<file path="src/tsev_pkg.sv">
/*
 timer status/event package: register offsets, field positions, reset values, carriers.
 assumes a 32-bit axi4-lite register bus and a 100 MHz kernel clock.
*/
package tsev_pkg;
	localparam logic [7:0] OFS_IRQ_EN = 8'h0C;
	localparam logic [7:0] OFS_STATUS = 8'h10;
	localparam logic [7:0] OFS_EVGEN = 8'h14;
	localparam logic [7:0] OFS_MODE12 = 8'h18;
	localparam logic [7:0] OFS_CHAN_EN = 8'h20;
	localparam logic [7:0] OFS_CAPT1 = 8'h34;
	localparam int BIT_UPD = 0;
	localparam int BIT_CH1 = 1;
	localparam int BIT_COM = 5;
	localparam int BIT_TRG = 6;
	localparam int BIT_BRK = 7;
	localparam int BIT_OVC1 = 9;
	localparam int BIT_CH5 = 16;
	localparam logic [31:0] STATUS_MASK = 32'h0001_1EFF;
	localparam logic [31:0] EVGEN_MASK = 32'h0001_00FF;
	localparam logic [31:0] IRQ_EN_MASK = 32'h0001_00FF;
	localparam logic [15:0] MODE_MASK = 16'hFFFF;
	localparam logic [31:0] RST_WORD = 32'h0000_0000;
	localparam logic [15:0] RST_HALF = 16'h0000;
	localparam logic [1:0] RESP_OKAY = 2'h0;
	localparam logic [1:0] RESP_SLVERR = 2'h2;
	localparam logic [1:0] DIR_OUTPUT = 2'h0;
	localparam logic [1:0] DIR_TRGSRC = 2'h3;
	localparam logic [2:0] SLAVE_GATED = 3'h5;

	// hardware event inputs from the counter core and controllers
	typedef struct packed {
		logic ovf_udf;
		logic rep_zero;
		logic trig_reinit;
		logic trig_rise;
		logic trig_fall;
		logic com_event;
		logic break_active;
		logic [4:0] cmp_match;
		logic [3:0] cap_edge;
	} tsev_hw_t;

	// strobes toward the counter core and output stage
	typedef struct packed {
		logic cnt_clear;
		logic cnt_load_arr;
		logic psc_clear;
		logic reg_update;
		logic com_apply;
		logic moe_clear;
		logic [3:0] capture;
	} tsev_ctl_t;
endpackage

</file>
<file path="src/tsev_flag.sv">
/*
 one sticky status flag: hardware set wins over software clear.
 assumes set and clear are single-cycle strobes in the kernel clock.
*/
`timescale 1ns/1ps
module tsev_flag (
	input wire logic clk,
	input wire logic rst,
	input wire logic set,
	input wire logic clr,
	output logic q
);
	typedef struct packed {
		logic f;
	} tsev_flag_st_t;
	tsev_flag_st_t s_q, s_d;

	always_comb begin
		s_d = s_q;
		if (set) begin
			s_d.f = 1'b1;
		end else if (clr) begin
			s_d.f = 1'b0;
		end
	end

	always_ff @(posedge clk or posedge rst) begin
		if (rst) begin
			s_q <= '0;
		end else begin
			s_q <= s_d;
		end
	end
	assign q = s_q.f;

	set_wins_a: assert property (@(posedge clk) disable iff (rst)
		set |=> q) else $error("flag not set after set strobe");
endmodule

</file>
<file path="src/tsev_capreg.sv">
/*
 capture register for one channel: copies the counter on a capture strobe.
 assumes the counter value is stable in the cycle of the strobe.
*/
`timescale 1ns/1ps
module tsev_capreg (
	input wire logic clk,
	input wire logic rst,
	input wire logic capture,
	input wire logic [15:0] cnt,
	output logic [15:0] value
);
	typedef struct packed {
		logic [15:0] v;
	} tsev_cap_st_t;
	tsev_cap_st_t s_q, s_d;

	always_comb begin
		s_d = s_q;
		if (capture) begin
			s_d.v = cnt;
		end
	end

	always_ff @(posedge clk or posedge rst) begin
		if (rst) begin
			s_q <= '0;
		end else begin
			s_q <= s_d;
		end
	end
	assign value = s_q.v;

	capture_copy_a: assert property (@(posedge clk) disable iff (rst)
		capture |=> value == $past(cnt)) else $error("capture did not copy counter");
endmodule

</file>
<file path="src/tsev_top.sv">
/*
 timer status flags, interrupt enables, event generation and channel direction.
 assumes an axi4-lite master, a counter core and slave controller on the hw inputs.
*/
// The AXI4-Lite interface to the registers was chosen for this implementation.
// Overview of operation
// enable bits gate interrupts, reset zero
// flags hardware-set, cleared by writing zero
// reserved status and event bits read zero
// overcapture on capture while flag set
// break flag set; clear only when inactive
// trigger flag: active edge, gated both
// commutation event sets commutation flag
// output channel flag on compare match
// input capture sets flag; read clears; the code clears on read for channel 1 only, on a read of OFS_CAPT1
// channel five flag behaves like channel one
// update flag on overflow, rep zero, enabled
// reinit update needs source and disable zero
// write one generates event, self clearing
// force break clears outputs, sets flag
// force trigger sets trigger flag
// force commutation applies when preload set
// forced output channel sets its flag
// forced input channel captures, may overcapture
// force update reinitializes, clears prescaler
// reinit clears or loads auto reload
// two-bit selection chooses channel direction; only channels 1 and 2 are writable, channels 3 and 4 stay output
// selection writable only while channel disabled
// interrupt when enabled flag is set
`timescale 1ns/1ps
module tsev_top (
	input wire logic SYS_CLK,
	input wire logic RST,
	input wire logic [7:0] S_AXI_AWADDR,
	input wire logic S_AXI_AWVALID,
	output logic S_AXI_AWREADY,
	input wire logic [31:0] S_AXI_WDATA,
	input wire logic [3:0] S_AXI_WSTRB,
	input wire logic S_AXI_WVALID,
	output logic S_AXI_WREADY,
	output logic [1:0] S_AXI_BRESP,
	output logic S_AXI_BVALID,
	input wire logic S_AXI_BREADY,
	input wire logic [7:0] S_AXI_ARADDR,
	input wire logic S_AXI_ARVALID,
	output logic S_AXI_ARREADY,
	output logic [31:0] S_AXI_RDATA,
	output logic [1:0] S_AXI_RRESP,
	output logic S_AXI_RVALID,
	input wire logic S_AXI_RREADY,
	input wire tsev_pkg::tsev_hw_t HW_EV,
	input wire logic UPDATE_DISABLE,
	input wire logic UPDATE_REQUEST_SOURCE,
	input wire logic [1:0] CENTER_ALIGN_SELECT,
	input wire logic COUNT_DOWN,
	input wire logic [2:0] SLAVE_MODE,
	input wire logic CTRL_PRELOAD_ON,
	input wire logic [15:0] COUNTER_VALUE,
	output tsev_pkg::tsev_ctl_t CTL,
	output logic [4:0] CHAN_IS_INPUT,
	output logic [15:0] CHAN1_CAPTURE_COMPARE_VALUE,
	output logic IRQ
);
	typedef struct packed {
		logic aw_got;
		logic [7:0] awaddr;
		logic w_got;
		logic [31:0] wdata;
		logic [3:0] wstrb;
		logic bvalid;
		logic [1:0] bresp;
		logic rvalid;
		logic [1:0] rresp;
		logic [31:0] rdata;
		logic [31:0] irq_en;
		logic [15:0] mode12;
		logic [4:0] chan_en;
		logic [1:0] dir3;
		logic [1:0] dir4;
		logic [31:0] evgen;
		tsev_pkg::tsev_ctl_t ctl;
		logic irq;
	} tsev_st_t;
	tsev_st_t s_q, s_d;

	logic [31:0] status;
	logic [31:0] set_v;
	logic [31:0] clr_v;
	logic [4:0] is_in;
	logic [4:0] capt;
	logic [15:0] cap1_val;
	logic wr_fire, rd_fire, wr_status, rd_capt1;
	logic upd_ev;

	function automatic logic [31:0] merge(input logic [31:0] old, input logic [31:0] nw,
			input logic [3:0] strb);
		logic [31:0] r;
		r = old;
		for (int i = 0; i < 4; i++) begin
			if (strb[i]) begin
				r[i*8 +: 8] = nw[i*8 +: 8];
			end
		end
		return r;
	endfunction

	function automatic logic known(input logic [7:0] a);
		return a == tsev_pkg::OFS_IRQ_EN || a == tsev_pkg::OFS_STATUS
			|| a == tsev_pkg::OFS_EVGEN || a == tsev_pkg::OFS_MODE12
			|| a == tsev_pkg::OFS_CHAN_EN || a == tsev_pkg::OFS_CAPT1;
	endfunction

	assign is_in = {1'b0, s_q.dir4 != tsev_pkg::DIR_OUTPUT, s_q.dir3 != tsev_pkg::DIR_OUTPUT,
		s_q.mode12[9:8] != tsev_pkg::DIR_OUTPUT, s_q.mode12[1:0] != tsev_pkg::DIR_OUTPUT};
	assign wr_fire = s_q.aw_got && s_q.w_got && !s_q.bvalid;
	assign rd_fire = S_AXI_ARVALID && !s_q.rvalid;
	assign wr_status = wr_fire && s_q.awaddr == tsev_pkg::OFS_STATUS;
	assign rd_capt1 = rd_fire && S_AXI_ARADDR == tsev_pkg::OFS_CAPT1;

	// capture strobes: hardware edge or forced input channel
	assign capt = {1'b0, is_in[3:0] & (HW_EV.cap_edge | s_q.evgen[4:1])};
	// update event: hardware overflow or forced/trigger reinit
	assign upd_ev = !UPDATE_DISABLE && ((HW_EV.ovf_udf && HW_EV.rep_zero)
		|| ((s_q.evgen[tsev_pkg::BIT_UPD] || HW_EV.trig_reinit) && !UPDATE_REQUEST_SOURCE));

	always_comb begin
		set_v = '0;
		clr_v = '0;
		set_v[tsev_pkg::BIT_UPD] = upd_ev;
		for (int c = 0; c < 4; c++) begin
			// output: match or forced; input: capture
			set_v[tsev_pkg::BIT_CH1 + c] = is_in[c] ? capt[c]
				: (HW_EV.cmp_match[c] || s_q.evgen[tsev_pkg::BIT_CH1 + c]);
			set_v[tsev_pkg::BIT_OVC1 + c] = capt[c] && status[tsev_pkg::BIT_CH1 + c];
		end
		set_v[tsev_pkg::BIT_CH5] = HW_EV.cmp_match[4] || s_q.evgen[tsev_pkg::BIT_CH5];
		set_v[tsev_pkg::BIT_COM] = HW_EV.com_event
			|| (s_q.evgen[tsev_pkg::BIT_COM] && CTRL_PRELOAD_ON);
		set_v[tsev_pkg::BIT_TRG] = s_q.evgen[tsev_pkg::BIT_TRG] || HW_EV.trig_rise
			|| (SLAVE_MODE == tsev_pkg::SLAVE_GATED && HW_EV.trig_fall);
		set_v[tsev_pkg::BIT_BRK] = HW_EV.break_active || s_q.evgen[tsev_pkg::BIT_BRK];
		if (wr_status) begin
			clr_v = ~s_q.wdata & tsev_pkg::STATUS_MASK;
		end
		clr_v[tsev_pkg::BIT_BRK] = clr_v[tsev_pkg::BIT_BRK] && !HW_EV.break_active;
		if (rd_capt1 && is_in[0]) begin
			clr_v[tsev_pkg::BIT_CH1] = 1'b1;
		end
	end

	genvar g;
	generate
		for (g = 0; g < 32; g++) begin : gen_flag
			if (tsev_pkg::STATUS_MASK[g]) begin : gen_live
				tsev_flag u_flag (
					.clk(SYS_CLK),
					.rst(RST),
					.set(set_v[g]),
					.clr(clr_v[g]),
					.q(status[g])
				);
			end else begin : gen_zero
				assign status[g] = 1'b0;
			end
		end
	endgenerate

	tsev_capreg u_cap1 (
		.clk(SYS_CLK),
		.rst(RST),
		.capture(capt[0]),
		.cnt(COUNTER_VALUE),
		.value(cap1_val)
	);

	always_comb begin
		s_d = s_q;
		s_d.evgen = '0;
		s_d.ctl = '0;
		if (S_AXI_AWVALID && !s_q.aw_got) begin
			s_d.aw_got = 1'b1;
			s_d.awaddr = S_AXI_AWADDR;
		end
		if (S_AXI_WVALID && !s_q.w_got) begin
			s_d.w_got = 1'b1;
			s_d.wdata = S_AXI_WDATA;
			s_d.wstrb = S_AXI_WSTRB;
		end
		if (wr_fire) begin
			s_d.aw_got = 1'b0;
			s_d.w_got = 1'b0;
			s_d.bvalid = 1'b1;
			s_d.bresp = known(s_q.awaddr) ? tsev_pkg::RESP_OKAY : tsev_pkg::RESP_SLVERR;
			case (s_q.awaddr)
				tsev_pkg::OFS_IRQ_EN: begin
					s_d.irq_en = merge(s_q.irq_en, s_q.wdata, s_q.wstrb)
						& tsev_pkg::IRQ_EN_MASK;
				end
				tsev_pkg::OFS_EVGEN: begin
					s_d.evgen = s_q.wdata & tsev_pkg::EVGEN_MASK;
				end
				tsev_pkg::OFS_MODE12: begin
					s_d.mode12 = 16'(merge({16'h0000, s_q.mode12}, s_q.wdata, s_q.wstrb));
					if (s_q.chan_en[0]) begin
						s_d.mode12[1:0] = s_q.mode12[1:0];
					end
					if (s_q.chan_en[1]) begin
						s_d.mode12[9:8] = s_q.mode12[9:8];
					end
				end
				tsev_pkg::OFS_CHAN_EN: begin
					if (s_q.wstrb[0]) begin
						s_d.chan_en = s_q.wdata[4:0];
					end
				end
				default: begin
				end
			endcase
		end
		if (s_q.bvalid && S_AXI_BREADY) begin
			s_d.bvalid = 1'b0;
		end
		if (rd_fire) begin
			s_d.rvalid = 1'b1;
			s_d.rresp = known(S_AXI_ARADDR) ? tsev_pkg::RESP_OKAY : tsev_pkg::RESP_SLVERR;
			case (S_AXI_ARADDR)
				tsev_pkg::OFS_IRQ_EN: s_d.rdata = s_q.irq_en;
				tsev_pkg::OFS_STATUS: s_d.rdata = status & tsev_pkg::STATUS_MASK;
				tsev_pkg::OFS_MODE12: s_d.rdata = {16'h0000, s_q.mode12};
				tsev_pkg::OFS_CHAN_EN: s_d.rdata = {27'h0, s_q.chan_en};
				tsev_pkg::OFS_CAPT1: s_d.rdata = {16'h0000, cap1_val};
				default: s_d.rdata = tsev_pkg::RST_WORD;
			endcase
		end else if (s_q.rvalid && S_AXI_RREADY) begin
			s_d.rvalid = 1'b0;
		end
		// forced update: reinit counter, update registers, clear prescaler
		if (s_q.evgen[tsev_pkg::BIT_UPD]) begin
			s_d.ctl.psc_clear = 1'b1;
			s_d.ctl.reg_update = 1'b1;
			if (CENTER_ALIGN_SELECT != 2'h0 || !COUNT_DOWN) begin
				s_d.ctl.cnt_clear = 1'b1;
			end else begin
				s_d.ctl.cnt_load_arr = 1'b1;
			end
		end
		s_d.ctl.com_apply = s_q.evgen[tsev_pkg::BIT_COM] && CTRL_PRELOAD_ON;
		s_d.ctl.moe_clear = s_q.evgen[tsev_pkg::BIT_BRK];
		s_d.ctl.capture = capt[3:0];
		s_d.irq = |(status & s_q.irq_en);
	end

	always_ff @(posedge SYS_CLK or posedge RST) begin
		if (RST) begin
			s_q <= '0;
		end else begin
			s_q <= s_d;
		end
	end

	always_comb begin
		CHAN_IS_INPUT = is_in;
	end
	assign S_AXI_AWREADY = !s_q.aw_got;
	assign S_AXI_WREADY = !s_q.w_got;
	assign S_AXI_BVALID = s_q.bvalid;
	assign S_AXI_BRESP = s_q.bresp;
	assign S_AXI_ARREADY = !s_q.rvalid;
	assign S_AXI_RVALID = s_q.rvalid;
	assign S_AXI_RDATA = s_q.rdata;
	assign S_AXI_RRESP = s_q.rresp;
	assign CTL = s_q.ctl;
	assign CHAN1_CAPTURE_COMPARE_VALUE = cap1_val;
	assign IRQ = s_q.irq;

	// assertions
	irq_enable_a: assert property (@(posedge SYS_CLK) disable iff (RST)
		(status[1] && s_q.irq_en[1]) |=> IRQ) else $error("irq missing");
	irq_off_a: assert property (@(posedge SYS_CLK) disable iff (RST)
		(s_q.irq_en == 32'h0000_0000) |=> !IRQ) else $error("irq while disabled");
	status_rsvd_a: assert property (@(posedge SYS_CLK) disable iff (RST)
		(status & ~tsev_pkg::STATUS_MASK) == 32'h0000_0000) else $error("reserved set");
	write_one_a: assert property (@(posedge SYS_CLK) disable iff (RST)
		(wr_status && s_q.wdata[0] && status[0]) |=> status[0]) else $error("w1 cleared");
	break_hold_a: assert property (@(posedge SYS_CLK) disable iff (RST)
		HW_EV.break_active |=> status[tsev_pkg::BIT_BRK]) else $error("break flag");
	evgen_self_a: assert property (@(posedge SYS_CLK) disable iff (RST)
		(s_q.evgen != 32'h0000_0000) |=> (s_q.evgen == 32'h0000_0000 || $past(wr_fire)))
		else $error("event bit stuck");
	force_break_a: assert property (@(posedge SYS_CLK) disable iff (RST)
		s_q.evgen[tsev_pkg::BIT_BRK] |=> CTL.moe_clear && status[tsev_pkg::BIT_BRK])
		else $error("forced break");
	trig_flag_a: assert property (@(posedge SYS_CLK) disable iff (RST)
		(HW_EV.trig_rise || s_q.evgen[tsev_pkg::BIT_TRG]) |=> status[tsev_pkg::BIT_TRG])
		else $error("trigger flag not set");
	gated_fall_a: assert property (@(posedge SYS_CLK) disable iff (RST)
		(HW_EV.trig_fall && SLAVE_MODE == tsev_pkg::SLAVE_GATED)
		|=> status[tsev_pkg::BIT_TRG]) else $error("gated falling edge missed");
	com_flag_a: assert property (@(posedge SYS_CLK) disable iff (RST)
		HW_EV.com_event |=> status[tsev_pkg::BIT_COM]) else $error("commutation flag");
	com_apply_a: assert property (@(posedge SYS_CLK) disable iff (RST)
		(s_q.evgen[tsev_pkg::BIT_COM] && CTRL_PRELOAD_ON)
		|=> CTL.com_apply && status[tsev_pkg::BIT_COM]) else $error("forced commutation");
	match_flag_a: assert property (@(posedge SYS_CLK) disable iff (RST)
		(HW_EV.cmp_match[0] && !is_in[0]) |=> status[tsev_pkg::BIT_CH1])
		else $error("compare match flag");
	force_out_a: assert property (@(posedge SYS_CLK) disable iff (RST)
		(s_q.evgen[tsev_pkg::BIT_CH1] && !is_in[0])
		|=> status[tsev_pkg::BIT_CH1] && !CTL.capture[0]) else $error("forced output event");
	chan5_flag_a: assert property (@(posedge SYS_CLK) disable iff (RST)
		(HW_EV.cmp_match[4] || s_q.evgen[tsev_pkg::BIT_CH5]) |=> status[tsev_pkg::BIT_CH5])
		else $error("channel five flag");
	read_clear_a: assert property (@(posedge SYS_CLK) disable iff (RST)
		(rd_capt1 && is_in[0] && !capt[0]) |=> !status[tsev_pkg::BIT_CH1])
		else $error("capture read did not clear");
	force_capture_a: assert property (@(posedge SYS_CLK) disable iff (RST)
		(s_q.evgen[tsev_pkg::BIT_CH1] && is_in[0]) |=> CTL.capture[0]
		&& status[tsev_pkg::BIT_CH1] && CHAN1_CAPTURE_COMPARE_VALUE == $past(COUNTER_VALUE))
		else $error("forced capture");
	overcapture_a: assert property (@(posedge SYS_CLK) disable iff (RST)
		(capt[0] && status[1]) |=> status[tsev_pkg::BIT_OVC1]) else $error("overcap");
	ovf_update_a: assert property (@(posedge SYS_CLK) disable iff (RST)
		(HW_EV.ovf_udf && HW_EV.rep_zero && !UPDATE_DISABLE) |=> status[tsev_pkg::BIT_UPD])
		else $error("overflow update");
	upd_gate_a: assert property (@(posedge SYS_CLK) disable iff (RST)
		(UPDATE_DISABLE && !status[0] && !wr_status) |=> !status[0]) else $error("upd");
	reinit_update_a: assert property (@(posedge SYS_CLK) disable iff (RST)
		(HW_EV.trig_reinit && !UPDATE_DISABLE && !UPDATE_REQUEST_SOURCE)
		|=> status[tsev_pkg::BIT_UPD]) else $error("reinit update");
	dir_lock_a: assert property (@(posedge SYS_CLK) disable iff (RST)
		s_q.chan_en[0] |=> s_q.mode12[1:0] == $past(s_q.mode12[1:0])) else $error("dir");
	force_upd_a: assert property (@(posedge SYS_CLK) disable iff (RST)
		s_q.evgen[0] |=> CTL.psc_clear && (CTL.cnt_clear ^ CTL.cnt_load_arr))
		else $error("forced update");
	load_reload_a: assert property (@(posedge SYS_CLK) disable iff (RST)
		(s_q.evgen[tsev_pkg::BIT_UPD] && COUNT_DOWN && CENTER_ALIGN_SELECT == 2'h0)
		|=> CTL.cnt_load_arr) else $error("down count reload");
	wr_cov: cover property (@(posedge SYS_CLK) wr_status);
	cap_cov: cover property (@(posedge SYS_CLK) capt[0] && status[1]);
	irq_cov: cover property (@(posedge SYS_CLK) IRQ);
	force_cov: cover property (@(posedge SYS_CLK) s_q.evgen != 32'h0000_0000);
	brk_cov: cover property (@(posedge SYS_CLK) HW_EV.break_active && wr_status);
endmodule

</file>
<file path="config.mk">
export PLATFORM = sky130hd
export DESIGN_NAME = tsev_top
export DESIGN_NICKNAME = d
export VERILOG_FILES = /design/src/tsev_pkg.sv /design/src/tsev_flag.sv /design/src/tsev_capreg.sv /design/src/tsev_top.sv
export SDC_FILE = /design/constraint.sdc
export NUM_CORES = 1
export LEC_CHECK = 0
export BUFFER_PORTS_ARGS = -buffer_cell sky130_fd_sc_hd__clkbuf_2
export CORE_MARGIN = 3
export CORE_UTILIZATION = 45
export CTS_BUF_LIST = sky130_fd_sc_hd__clkbuf_8
export CTS_CLUSTER_DIAMETER = 200
export DETAILED_ROUTE_END_ITERATION = 8
export GPL_ROUTABILITY_DRIVEN = 0
export HOLD_SLACK_MARGIN = 0.05
export PLACE_DENSITY = 0.73
export SYNTH_ARGS = -nofsm -noshare
export SYNTH_HDL_FRONTEND = slang
export SYNTH_HIERARCHICAL = 1
export SYNTH_SLANG_ARGS = --single-unit
</file>
<file path="constraint.sdc">
create_clock -name SYS_CLK -period 3.4 [get_ports SYS_CLK]
set_input_delay 0.34 -clock SYS_CLK [delete_from_list [all_inputs] [get_ports SYS_CLK]]
set_output_delay 0.34 -clock SYS_CLK [all_outputs]
set_load 0.005 [all_outputs]
</file>
* Word level (Yosys, flattened, before mapping)
Index checks and enable logic that the tools add are counted.
** Storage, ports and cells
- Output and inout port bits :: 73
- Register bits after elaboration :: 171
- Input port bits :: 100
- Word-level logic and storage cells :: 183
** Cells by class
- Reductions and logical operators :: 78
- Equality and inequality tests :: 13
- Muxes and demuxes :: 46
- Bitwise operators :: 6
** Operator list (number)
- $pmux W17 S5 :: 1
- $mux W17 :: 3
- $eq A8 B5 Y1 const B :: 6
- $reduce_bool A2 Y1 :: 20
- $mux W37 :: 1
- $mux W1 :: 36
- $eq A8 B6 Y1 const B :: 4
- $reduce_or A32 Y1 :: 1
- $logic_or A1 B1 Y1 :: 22
- $logic_and A1 B1 Y1 :: 20
- $and A17 B17 Y17 :: 1
- $not A17 Y17 :: 1
- $eq A8 B4 Y1 const B :: 2
- $reduce_and A3 Y1 :: 5
- $mux W9 :: 1
- $logic_not A1 Y1 :: 8
- $reduce_and A4 Y1 :: 2
- $and A2 B4 Y4 :: 1
- $mux W2 :: 2
- $mux W4 :: 1
- $or A4 B4 Y4 :: 1
- $eq A3 B3 Y1 const B :: 1
- $mux W3 :: 1
- $not A1 Y1 :: 2

* Logic depth before layout (Yosys ltp)
Gate-level depths: netlist of the first run.
- Word-level depth :: 9
- Gate-level depth with buffers :: 8
- Gate-level depth less buffers :: 6

* Hierarchy
The synthesis of the first run kept the hierarchy.
** By module, submodules not included
- tsev_top :: instances 1, area an instance 4757.1 sq um, sequential area each 2452.4 sq um, cells each 411
- tsev_capreg :: instances 1, area an instance 653.1 sq um, sequential area each 400.4 sq um, cells each 35
- tsev_flag :: instances 13, area an instance 40.0 sq um, sequential area each 25.0 sq um, cells each 4

* Worst setup path after synthesis of the first run
No wires, ideal clock.
- Kind :: reg2reg
- Start :: register s_q[182] in the netlist's numbering
- End :: register gen_flag[0].gen_live.u_flag.s_q
- Slack :: 1.182 ns
- Data required time :: 3.282 ns
- Period minus slack after synthesis :: 2.218 ns
- Library setup time :: 0.118 ns
- Buffers on the path :: 2
- Cell stages (with the launch flop) :: 9
- Arrival :: 2.100 ns
- Cells stage by stage :: dfrtp_1 or4_4 or3_1 buf_6 or3_4 buf_6 nor2_2 inv_1 a21o_1
** Between the ends
- Longest elaborated chain between the ends :: 4
** RTL lines
- from (decl) :: line tsev_top.sv:84 : tsev_st_t s_q, s_d;
- from (signal assigned) :: line tsev_top.sv:255 : s_q <= '0;
- from (signal assigned) :: line tsev_top.sv:257 : s_q <= s_d;
- $eq A8 B5 Y1 :: line tsev_top.sv:117 : assign wr_status = wr_fire && s_q.awaddr == tsev_pkg::OFS_STATUS;
- $logic_and A1 B1 Y1 :: line tsev_top.sv:117
- $mux W17 :: line tsev_top.sv:142 : if (wr_status) begin
- net clr_v[0] :: line tsev_top.sv:88 : logic [31:0] clr_v;
- $reduce_bool A2 Y1 (no source line)
- to (signal assigned) :: line tsev_flag.sv:29 : s_q <= '0;
- to (signal assigned) :: line tsev_flag.sv:31 : s_q <= s_d;
- to (decl) :: line tsev_flag.sv:16 : tsev_flag_st_t s_q, s_d;
The timed path passes the listed nets, and every way through them passes these cells.
A chain may end at the register's enable or synchronous reset.

* Worst setup path in the final report of the first run
- Start :: register s_q[182] in the netlist's numbering
- End :: register gen_flag[7].gen_live.u_flag.s_q
** Between the ends
- Longest elaborated chain between the ends :: 5
** RTL lines
- $eq A8 B5 Y1 :: line tsev_top.sv:117
- $logic_and A1 B1 Y1 :: line tsev_top.sv:117
- $mux W17 :: line tsev_top.sv:142
- $logic_and A1 B1 Y1 :: line tsev_top.sv:145 : clr_v[tsev_pkg::BIT_BRK] = clr_v[tsev_pkg::BIT_BRK] && !HW_EV.break_active;
- net clr_v[7] :: line tsev_top.sv:88
- $reduce_bool A2 Y1 (no source line)
- to (signal assigned) :: line tsev_flag.sv:29
- to (signal assigned) :: line tsev_flag.sv:31
- to (decl) :: line tsev_flag.sv:16
The timed path passes the listed nets, and every way through them passes these cells.

==> results of run 1 <==
-- worst max-delay path by stage --
| stage | from | endpoint | slack (ns) | cells past startpoint |
|---|---|---|---|---|
| CTS | s_q[182] | gen_flag[7].gen_live.u_flag/q | 0.96 | 6 |
| finish | s_q[182] | gen_flag[7].gen_live.u_flag/q | 0.98 | 6 |
| global placement | s_q[182] | gen_flag[7].gen_live.u_flag/q | 1.0 | 6 |
| global route | s_q[182] | gen_flag[7].gen_live.u_flag/q | 0.82 | 6 |
| detailed placement | s_q[182] | gen_flag[7].gen_live.u_flag/q | 0.96 | 6 |
| floorplan | RST | CTL[0] | 0.50 | 1 |
-- per-layer routing --
layer  vias to the layer above  share of wire  wire length, um  global-route usage
met5                         -              0                0                   0
met4                         0          0.021              268             0.07082
met3                        18          0.070              909             0.05566
met2                       143           0.48             6211              0.2944
met1                      1987           0.43             5584              0.2414
li1                       1885              -                -                   -
-- cells in the final DEF (no fill, tap or decap), drive strengths merged, types with 3 or more instances in the layout --
master  netlist  final
a21o         14     14
a21oi         6      6
a221oi        3      3
a222oi        7      7
a22o          6      6
a22oi        10     10
and2         13     13
buf          56      4
clkbuf       11    154
clkinv        0      4
conb          1     24
dfrtp       127    127
inv          37     39
mux2         84     84
nand2        21     21
nand3         3      3
nand4         3      3
nand4b        3      3
nor2         28     28
nor2b         7      7
nor3          5      5
o21a          3      3
o21ai        20     20
or2           7      7
-- through the flow --
stage          setup slack [ns]  area (sq um)
2_1_floorplan            0.4979          6017
3_3_place_gp             0.9955          6467
3_5_place_dp             0.9618          6467
4_1_cts                  0.9575          6855
5_1_grt                  0.8217          6855
6_report                 0.9768          6855
-- worst register-to-register path: stages (launching register included) --
cell and delay [ns]:
dfrtp_1 0.38, or4_4 0.55, or3_1 0.50, or3_4 0.51
nor3_1 0.17, inv_1 0.06, a21o_1 0.17
-- report_power, final --
part           switching [mW]  internal, mW
logic                   0.386         0.549
clock network           0.545         0.655
registers               0.365          1.86
-- final cells by class --
cell class	instances	share of cell area
sequential	127	0.4636
multi-input combinational	290	0.3252
clock buffer	22	0.04417
clock inverter	8	0.009491
timing repair buffer	138	0.1055
tap	172	0.03139
inverter	37	0.02062
-- registers in the layout, indices dropped and copies added (netlist names) --
signal / cells
s_q: 68
S_AXI_RDATA: 17
u_cap1/value: 16
gen_flag.gen_live.u_flag/q: 13
CTL: 7
IRQ: 1
S_AXI_BRESP: 1
S_AXI_BVALID: 1
S_AXI_RRESP: 1
S_AXI_RVALID: 1
s_d: 1
-- timing repair --
item                      4_1_cts  5_1_grt
setup buffers                   0        0
hold endpoints to repair       14        0
hold buffers                    2        0
-- kinds of logic (layout without fill, tap and decap cells) --
group                  count (synthesis)  count (layout)  synth area share
other                                  1              24         0.0006323
multiplexers                          86              86            0.1692
buffers and inverters                104             205            0.1036
flip-flops                           127             127            0.5359
AO/OA/AOI/OAI                         74              74           0.08798
AND/OR/NAND/NOR                      106             106            0.1027
==> results.json, run 1 <==
{
  "r2r-end": "gen_flag[7].gen_live.u_flag/q",
  "max-cap-violations": 0,
  "power_mw": 4.357,
  "min_to": "S_AXI_BVALID",
  "postLayoutCoreUtil": 0.5367,
  "fin_cells": 794,
  "overflow": 0,
  "ys.flop_type": "dfrtp_1",
  "fin_worst_skew_ns": 0.01076,
  "status": "complete, no violations",
  "clock.fmax_mhz": 412.7,
  "hold_depth": 2,
  "grt_use_total": 0.1858,
  "clk_path_buf_depth": 2,
  "insertion_delay_ns": 0.45,
  "synth_edf_count": 0,
  "powerDensity_nw_per_um2": 635.5,
  "ctsResizeCount": 0,
  "rsz0062_at_grt": "no",
  "die_h_um": 120.8,
  "cp_cell_sequence": "or4_4 -> or3_1 -> or3_4 -> nor3_1 -> inv_1 -> a21o_1",
  "leakagePower_nw": 3.364,
  "pin_count": 173,
  "grt_max_degree": 78,
  "syn2layout_area_growth_pct": 15.59,
  "r2r_cells": 6,
  "required_ns": 3.73,
  "period_needed_ns": 2.423,
  "max_slew.worst_pin.slew_ns": 1.125,
  "place_hpwl_um": 9918,
  "die_x_um": 120.8,
  "critPathMaxStageDelay_ns": 0.55,
  "antenna_found_initial": 0,
  "root_buffer": "clkbuf_8",
  "ys_ff_latch": 127,
  "r2r_start": "s_q[182]",
  "drive_gt1_frac": 0.4389,
  "worst_setup_path_end_kind": "flop",
  "startpoint_type": "flop",
  "finalHoldViolCount": 0,
  "hp-class": "in -> reg",
  "dpl.cell_count": 762,
  "start_util": 0.4643,
  "htreeDepth": 4,
  "critPathKind": "reg -> reg",
  "ys_seq_area_frac": 0.5359,
  "drc_errors": 0,
  "synthArstFlopShare": 1.000,
  "grt_pass1_vias": 4066,
  "dieArea_sq_um": 14590,
  "cts_sinks": 127,
  "cts_tree": "done",
  "yosysMostFrequentCell": "dfrtp_1",
  "vias_per_cell": 5.079,
  "port_buffers": 132,
  "synthTopCellsByCount": "127 x dfrtp_1, 74 x mux2_2, 49 x buf_4",
  "setup_tns_ns": 0,
  "dr.pass1.iters": 5,
  "core_sq_um": 12770,
  "ys_warn_count": 6,
  "path_clk_slew_ns": 0.07,
  "fin_hold_ws_ns": 0.07612,
  "relSlewSlack": 0.2492,
  "n_antenna_cell": 0,
  "setup_viol": 0,
  "syn-cell-area_sq_um": 5931,
  "ant_nets": 0,
  "critical_path.top_delay_family": "simple AND/OR/NAND/NOR gates",
  "first_iter_violations": 205,
  "cp_max_fo": 12,
  "wl_per_cell_um": 16.34,
  "r2r_slack_ns": 0.98,
  "grt_pass1_wl_um": 20690,
  "path_buf_inv": 1,
  "slew_viol_final": 0,
  "nNetsFinal": 711,
  "syn_avg_cell_area_sq_um": 11.91,
  "cp.arrival_ns": 2.76,
  "ir_drop_uv": 347.3,
  "synth_cell_types": 50,
  "slowest_stage": "or4_4",
  "min_period_over_period": 0.7127,
  "fill_cells": 1123,
  "synth_area_leaders": "dfrtp_1 54%, mux2_2 14%, buf_4 6.2%",
  "routed_wl_um": 12970,
  "yosysTopAreaCellShare": 0.5359,
  "num_vias": 4033,
  "multi_input_area_sq_um": 2230,
  "netlist_instances": 498,
  "num_rows": 41,
  "cts_inserted_buffers": 17,
  "regArea_sq_um": 3178,
  "yosys.area.top_type": "dfrtp_1",
  "hold_path_startpoint": "S_AXI_BREADY"
}
Power figures use the tool's default switching activity.
==> run 2: changes to the inputs <==
- clock period: 3.4 -> 2.5 ns (I/O delays scaled with it)
==> run 2 against run 1 <==
Non-clock buffer count up 60. Sequential share of layout area down 4.1 points. First-iteration DRC count up 15%. Largest power group unchanged. Highest routed layer unchanged.
==> results.json, run 2 (synthesis results as in run 1) <==
{
  "pin_count": 173,
  "nNetsFinal": 771,
  "finalHoldViolCount": 0,
  "setup_tns_ns": 0,
  "grt_pass1_vias": 4452,
  "core_sq_um": 12770,
  "slowest_stage": "or4_4",
  "dpl.cell_count": 772,
  "grt_max_degree": 30,
  "wl_per_cell_um": 16.27,
  "setup_viol": 0,
  "cts_sinks": 127,
  "cp_cell_sequence": "or4_4 -> or3_1 -> or3_4 -> nor3_1 -> inv_1 -> a21o_1",
  "finalInstanceArea_sq_um": 7517,
  "layout_common_cells": "132 x clkbuf_2, 127 x dfrtp_1, 74 x mux2_2",
  "antenna_found_initial": 0,
  "max-cap-violations": 0,
  "htreeDepth": 4,
  "die_h_um": 120.8,
  "required_ns": 2.83,
  "grt_use_total": 0.1990,
  "num_rows": 41,
  "startpoint_type": "flop",
  "die_x_um": 120.8,
  "period_needed_ns": 2.246,
  "clock.fmax_mhz": 445.3,
  "rsz0062_at_grt": "no",
  "dieArea_sq_um": 14590,
  "status": "complete, no violations",
  "fin_cells": 856,
  "worst_setup_path_end_kind": "flop",
  "port_buffers": 132,
  "slew_viol_final": 0,
  "worst_slack_ns": 0.2542,
  "largest_reg_flops": 68,
  "drc_errors": 0,
  "fin_worst_skew_ns": 0.01333,
  "syn2layout_area_growth_pct": 26.75,
  "path_buf_inv": 1,
  "cts_inserted_buffers": 17,
  "relSlewSlack": 0.5812,
  "dpl-instance-area_sq_um": 6531,
  "overflow": 0,
  "cp_max_fo": 12,
  "routed_wl_um": 13930,
  "num_vias": 4310,
  "min_period_over_period": 0.8983,
  "hp-class": "in -> reg",
  "grt_pass1_wl_um": 22450,
  "leakagePower_nw": 3.650,
  "ant_nets": 0,
  "vias_per_cell": 5.035,
  "pre_cts_ws_ns": 0.2609,
  "ir_drop_uv": 619.8,
  "critical_path.top_delay_family": "simple AND/OR/NAND/NOR gates",
  "cts_tree": "done",
  "root_buffer": "clkbuf_8",
  "largest_register": "s_q",
  "cp.arrival_ns": 2.57,
  "place_hpwl_um": 10080,
  "drive_gt1_frac": 0.4167,
  "final_common_cell": "clkbuf_2",
  "clk_path_buf_depth": 2,
  "insertion_delay_ns": 0.45,
  "fill_cells": 1048,
  "max_slew.worst_pin.slew_ns": 0.6269,
  "start_util": 0.4643,
  "dr.pass1.iters": 6,
  "first_iter_violations": 235,
  "ctsResizeCount": 0,
  "post-cts-setup-buffers": 0,
  "critPathKind": "reg -> reg",
  "n_antenna_cell": 0,
  "powerDensity_nw_per_um2": 853.9,
  "path_clk_slew_ns": 0.07,
  "critPathMaxStageDelay_ns": 0.55
}
==> run 2: final timing paths <==
path / from / cells past startpoint / endpoint / slack [ns]
min in group asynchronous: RST / 3 / gen_flag[9].gen_live.u_flag/q / 0.44
worst min register to register: s_d[5] / 0 / CTL[4] / 0.39
worst max register to register: s_q[182] / 6 / gen_flag[7].gen_live.u_flag/q / 0.25
worst max-delay path: s_q[182] / 6 / gen_flag[7].gen_live.u_flag/q / 0.25
worst min-delay path: HW_EV[10] / 3 / gen_flag[5].gen_live.u_flag/q / 0.08
max in group asynchronous: RST / 4 / s_d[5] / 1.01
==> run 2: final cells by class <==
type                    instances  area (sq um)  area share
clock buffers                  20         275.3     0.03662
clock inverters                12         190.2     0.02530
inverters                      37         142.6     0.01897
multi-input cells             290          2230      0.2966
flip-flops and latches        127          3178      0.4228
well taps                     172         215.2     0.02863
repair buffers                198          1286      0.1711
==> run 2: through the flow <==
stage,power (mW),utilization,hold slack (ns)
global route,6.754,0.5885,0.07354
CTS,6.467,0.5885,0.05290
global placement,4.279,0.5113,0.3363
finish,6.419,0.5885,0.07788
detailed placement,4.349,0.5113,0.3485
floorplan,3.817,-,-0.02129
==> run 2: routing by layer <==
| layer | track usage | share of wire | vias to the layer above |
|---|---|---|---|
| met5 | 0 | 0 | - |
| met4 | 0.06728 | 0.015 | 0 |
| met3 | 0.05472 | 0.066 | 17 |
| met1 | 0.2493 | 0.42 | 2124 |
| li1 | - | - | 2004 |
| met2 | 0.3332 | 0.50 | 165 |
==> run 2: worst register-to-register path, cell delays in order (launching register included) <==
cell and delay, ns:
dfrtp_1 0.38, or4_4 0.55, or3_1 0.35, or3_4 0.46, nor3_1 0.17, inv_1 0.06
a21o_1 0.17
==> run 2: where the power goes <==
group / switching [mW] / leakage, nW / total, mW / internal, mW
logic: 0.555 / 1.81 / 1.37 / 0.813
clock network: 0.778 / 0.233 / 2.03 / 1.26
registers: 0.493 / 1.61 / 3.02 / 2.52
total: 1.83 / 3.65 / 6.42 / 4.59
==> run 2: timing repair <==
item	4_1_cts	5_1_grt
hold buffers	52	0
hold endpoints to repair	65	0
setup endpoints to repair	0	0
==> run 3: changes to the inputs <==
- CORE_UTILIZATION: 45 -> 50
- PLACE_DENSITY: 0.73 -> 0.79
==> run 3 against run 2 <==
Count of clock-buffer cells in the layout rose by 2. Worst hold slack improved by 0.0057 ns. Worst setup slack worse by 0.012 ns. Utilization rose by 5.3 points. Routed wire length is 0.42% lower. Register-to-register slack about the same.
==> results.json, run 3 (synthesis results as in run 1) <==
{
  "nNetsFinal": 767,
  "dpl.cell_count": 740,
  "largest_register": "s_q",
  "regArea_sq_um": 3178,
  "fill_cells": 882,
  "netSwitchingFraction": 0.2917,
  "hold_buffers": 49,
  "routed_wl_um": 13870,
  "hold_depth": 4,
  "finalHoldViolCount": 0,
  "startpoint_type": "flop",
  "path_clk_slew_ns": 0.06,
  "cts_tree": "done",
  "root_buffer": "clkbuf_8",
  "finalInstanceArea_sq_um": 7390,
  "drive_gt1_frac": 0.4124,
  "clk_path_buf_depth": 2,
  "n_antenna_cell": 0,
  "seq_power_share": 0.494,
  "post-cts-setup-buffers": 0,
  "cts_inserted_buffers": 17,
  "htreeDepth": 4,
  "critPathKind": "reg -> reg",
  "clock.fmax_mhz": 442.9,
  "fin_cells": 822,
  "p_switching_mw": 1.784,
  "hp-class": "in -> reg",
  "r2r-end": "gen_flag[7].gen_live.u_flag/q",
  "grt_use_total": 0.2197,
  "worst_setup_path_end_kind": "flop",
  "required_ns": 2.83,
  "syn2layout_area_growth_pct": 24.60,
  "cp.arrival_ns": 2.58,
  "dr.pass1.iters": 5,
  "drc_errors": 0,
  "status": "complete, no violations",
  "cp_max_fo": 12,
  "final_common_cell": "clkbuf_2",
  "fin_worst_skew_ns": 0.01448,
  "grt_max_degree": 80,
  "slew_viol_final": 0,
  "layout_common_cells": "132 x clkbuf_2, 127 x dfrtp_1, 74 x mux2_2",
  "r2r_cells": 6,
  "grt_pass1_wl_um": 22130,
  "period_needed_ns": 2.258,
  "num_rows": 39,
  "dpl-instance-area_sq_um": 6485,
  "pin_count": 173,
  "insertion_delay_ns": 0.44,
  "setup_viol": 0,
  "ir_drop_uv": 485.6,
  "pwr-share-comb": 0.222,
  "cts_sinks": 127,
  "dieArea_sq_um": 13200,
  "port_buffers": 132,
  "leakagePower_nw": 3.620,
  "intPower_mw": 4.332,
  "multi_input_area_sq_um": 2230,
  "ctsResizeCount": 0,
  "max_slew.worst_pin.slew_ns": 0.6746,
  "power_mw": 6.116,
  "r2r_start": "s_q[182]",
  "die_x_um": 114.9,
  "largest_reg_flops": 68,
  "setup_tns_ns": 0,
  "vias_per_cell": 5.238,
  "power_frac_clock": 0.285,
  "max-cap-violations": 0,
  "num_vias": 4306,
  "powerDensity_nw_per_um2": 827.7,
  "grt_pass1_vias": 4462,
  "die_h_um": 114.9,
  "overflow": 0,
  "rsz0062_at_grt": "no",
  "place_hpwl_um": 9982,
  "r2r_slack_ns": 0.24,
  "min_to": "gen_flag[6].gen_live.u_flag/q",
  "relSlewSlack": 0.5497,
  "first_iter_violations": 318,
  "hold_path_startpoint": "HW_EV[12]",
  "crit_start": "s_q[182]",
  "ant_nets": 0,
  "core_sq_um": 11520,
  "min_period_over_period": 0.9031,
  "start_util": 0.5150,
  "antenna_found_initial": 0,
  "wl_per_cell_um": 16.87
}
==> run 3: area by class of cell <==
| cell class | instances | share of cell area |
|---|---|---|
| Inverter | 37 | 0.01930 |
| Multi-Input combinational cell | 290 | 0.3017 |
| Timing Repair Buffer | 194 | 0.1714 |
| Tap cell | 143 | 0.02421 |
| Sequential cell | 127 | 0.4301 |
| Clock inverter | 9 | 0.01236 |
| Clock buffer | 22 | 0.04098 |
==> run 3: worst max path at each step <==
stage	to	slack, ns	cells past startpoint
2_1_floorplan	gen_flag[0].gen_live.u_flag/q	0.28	8
3_3_place_gp	gen_flag[7].gen_live.u_flag/q	0.29	6
3_5_place_dp	gen_flag[7].gen_live.u_flag/q	0.24	6
4_1_cts	gen_flag[7].gen_live.u_flag/q	0.23	6
5_1_grt	gen_flag[7].gen_live.u_flag/q	0.10	6
6_report	gen_flag[7].gen_live.u_flag/q	0.24	6
==> run 3: per-layer routing <==
layer | share of wire | track usage
met5 | 0 | 0
met4 | 0.023 | 0.09546
met3 | 0.071 | 0.05316
met2 | 0.50 | 0.3731
met1 | 0.40 | 0.2668
==> run 3: worst max-delay path, stage by stage (launching register included) <==
cell	delay, ns
dfrtp_1	0.38
or4_4	0.54
or3_1	0.37
or3_4	0.47
nor3_1	0.17
inv_1	0.06
a21o_1	0.17
==> run 3: stage by stage <==
step                hold WS (ns)  setup WS (ns)  utilization
floorplan               -0.02129         0.2817            -
CTS                      0.05088         0.2342       0.6399
global route             0.08682         0.1026       0.6417
global placement          0.3272         0.2887       0.5631
finish                   0.08353         0.2424       0.6417
detailed placement        0.3368         0.2437       0.5631
==> run 3: power by group through the flow <==
stage          clock network (mW)  registers, mW  logic (mW)
2_1_floorplan                   0           2.87       0.950
3_3_place_gp                    0           3.02        1.24
3_5_place_dp                    0           3.05        1.29
4_1_cts                      1.77           3.02        1.35
5_1_grt                      1.87           3.09        1.50
6_report                     1.74           3.02        1.36
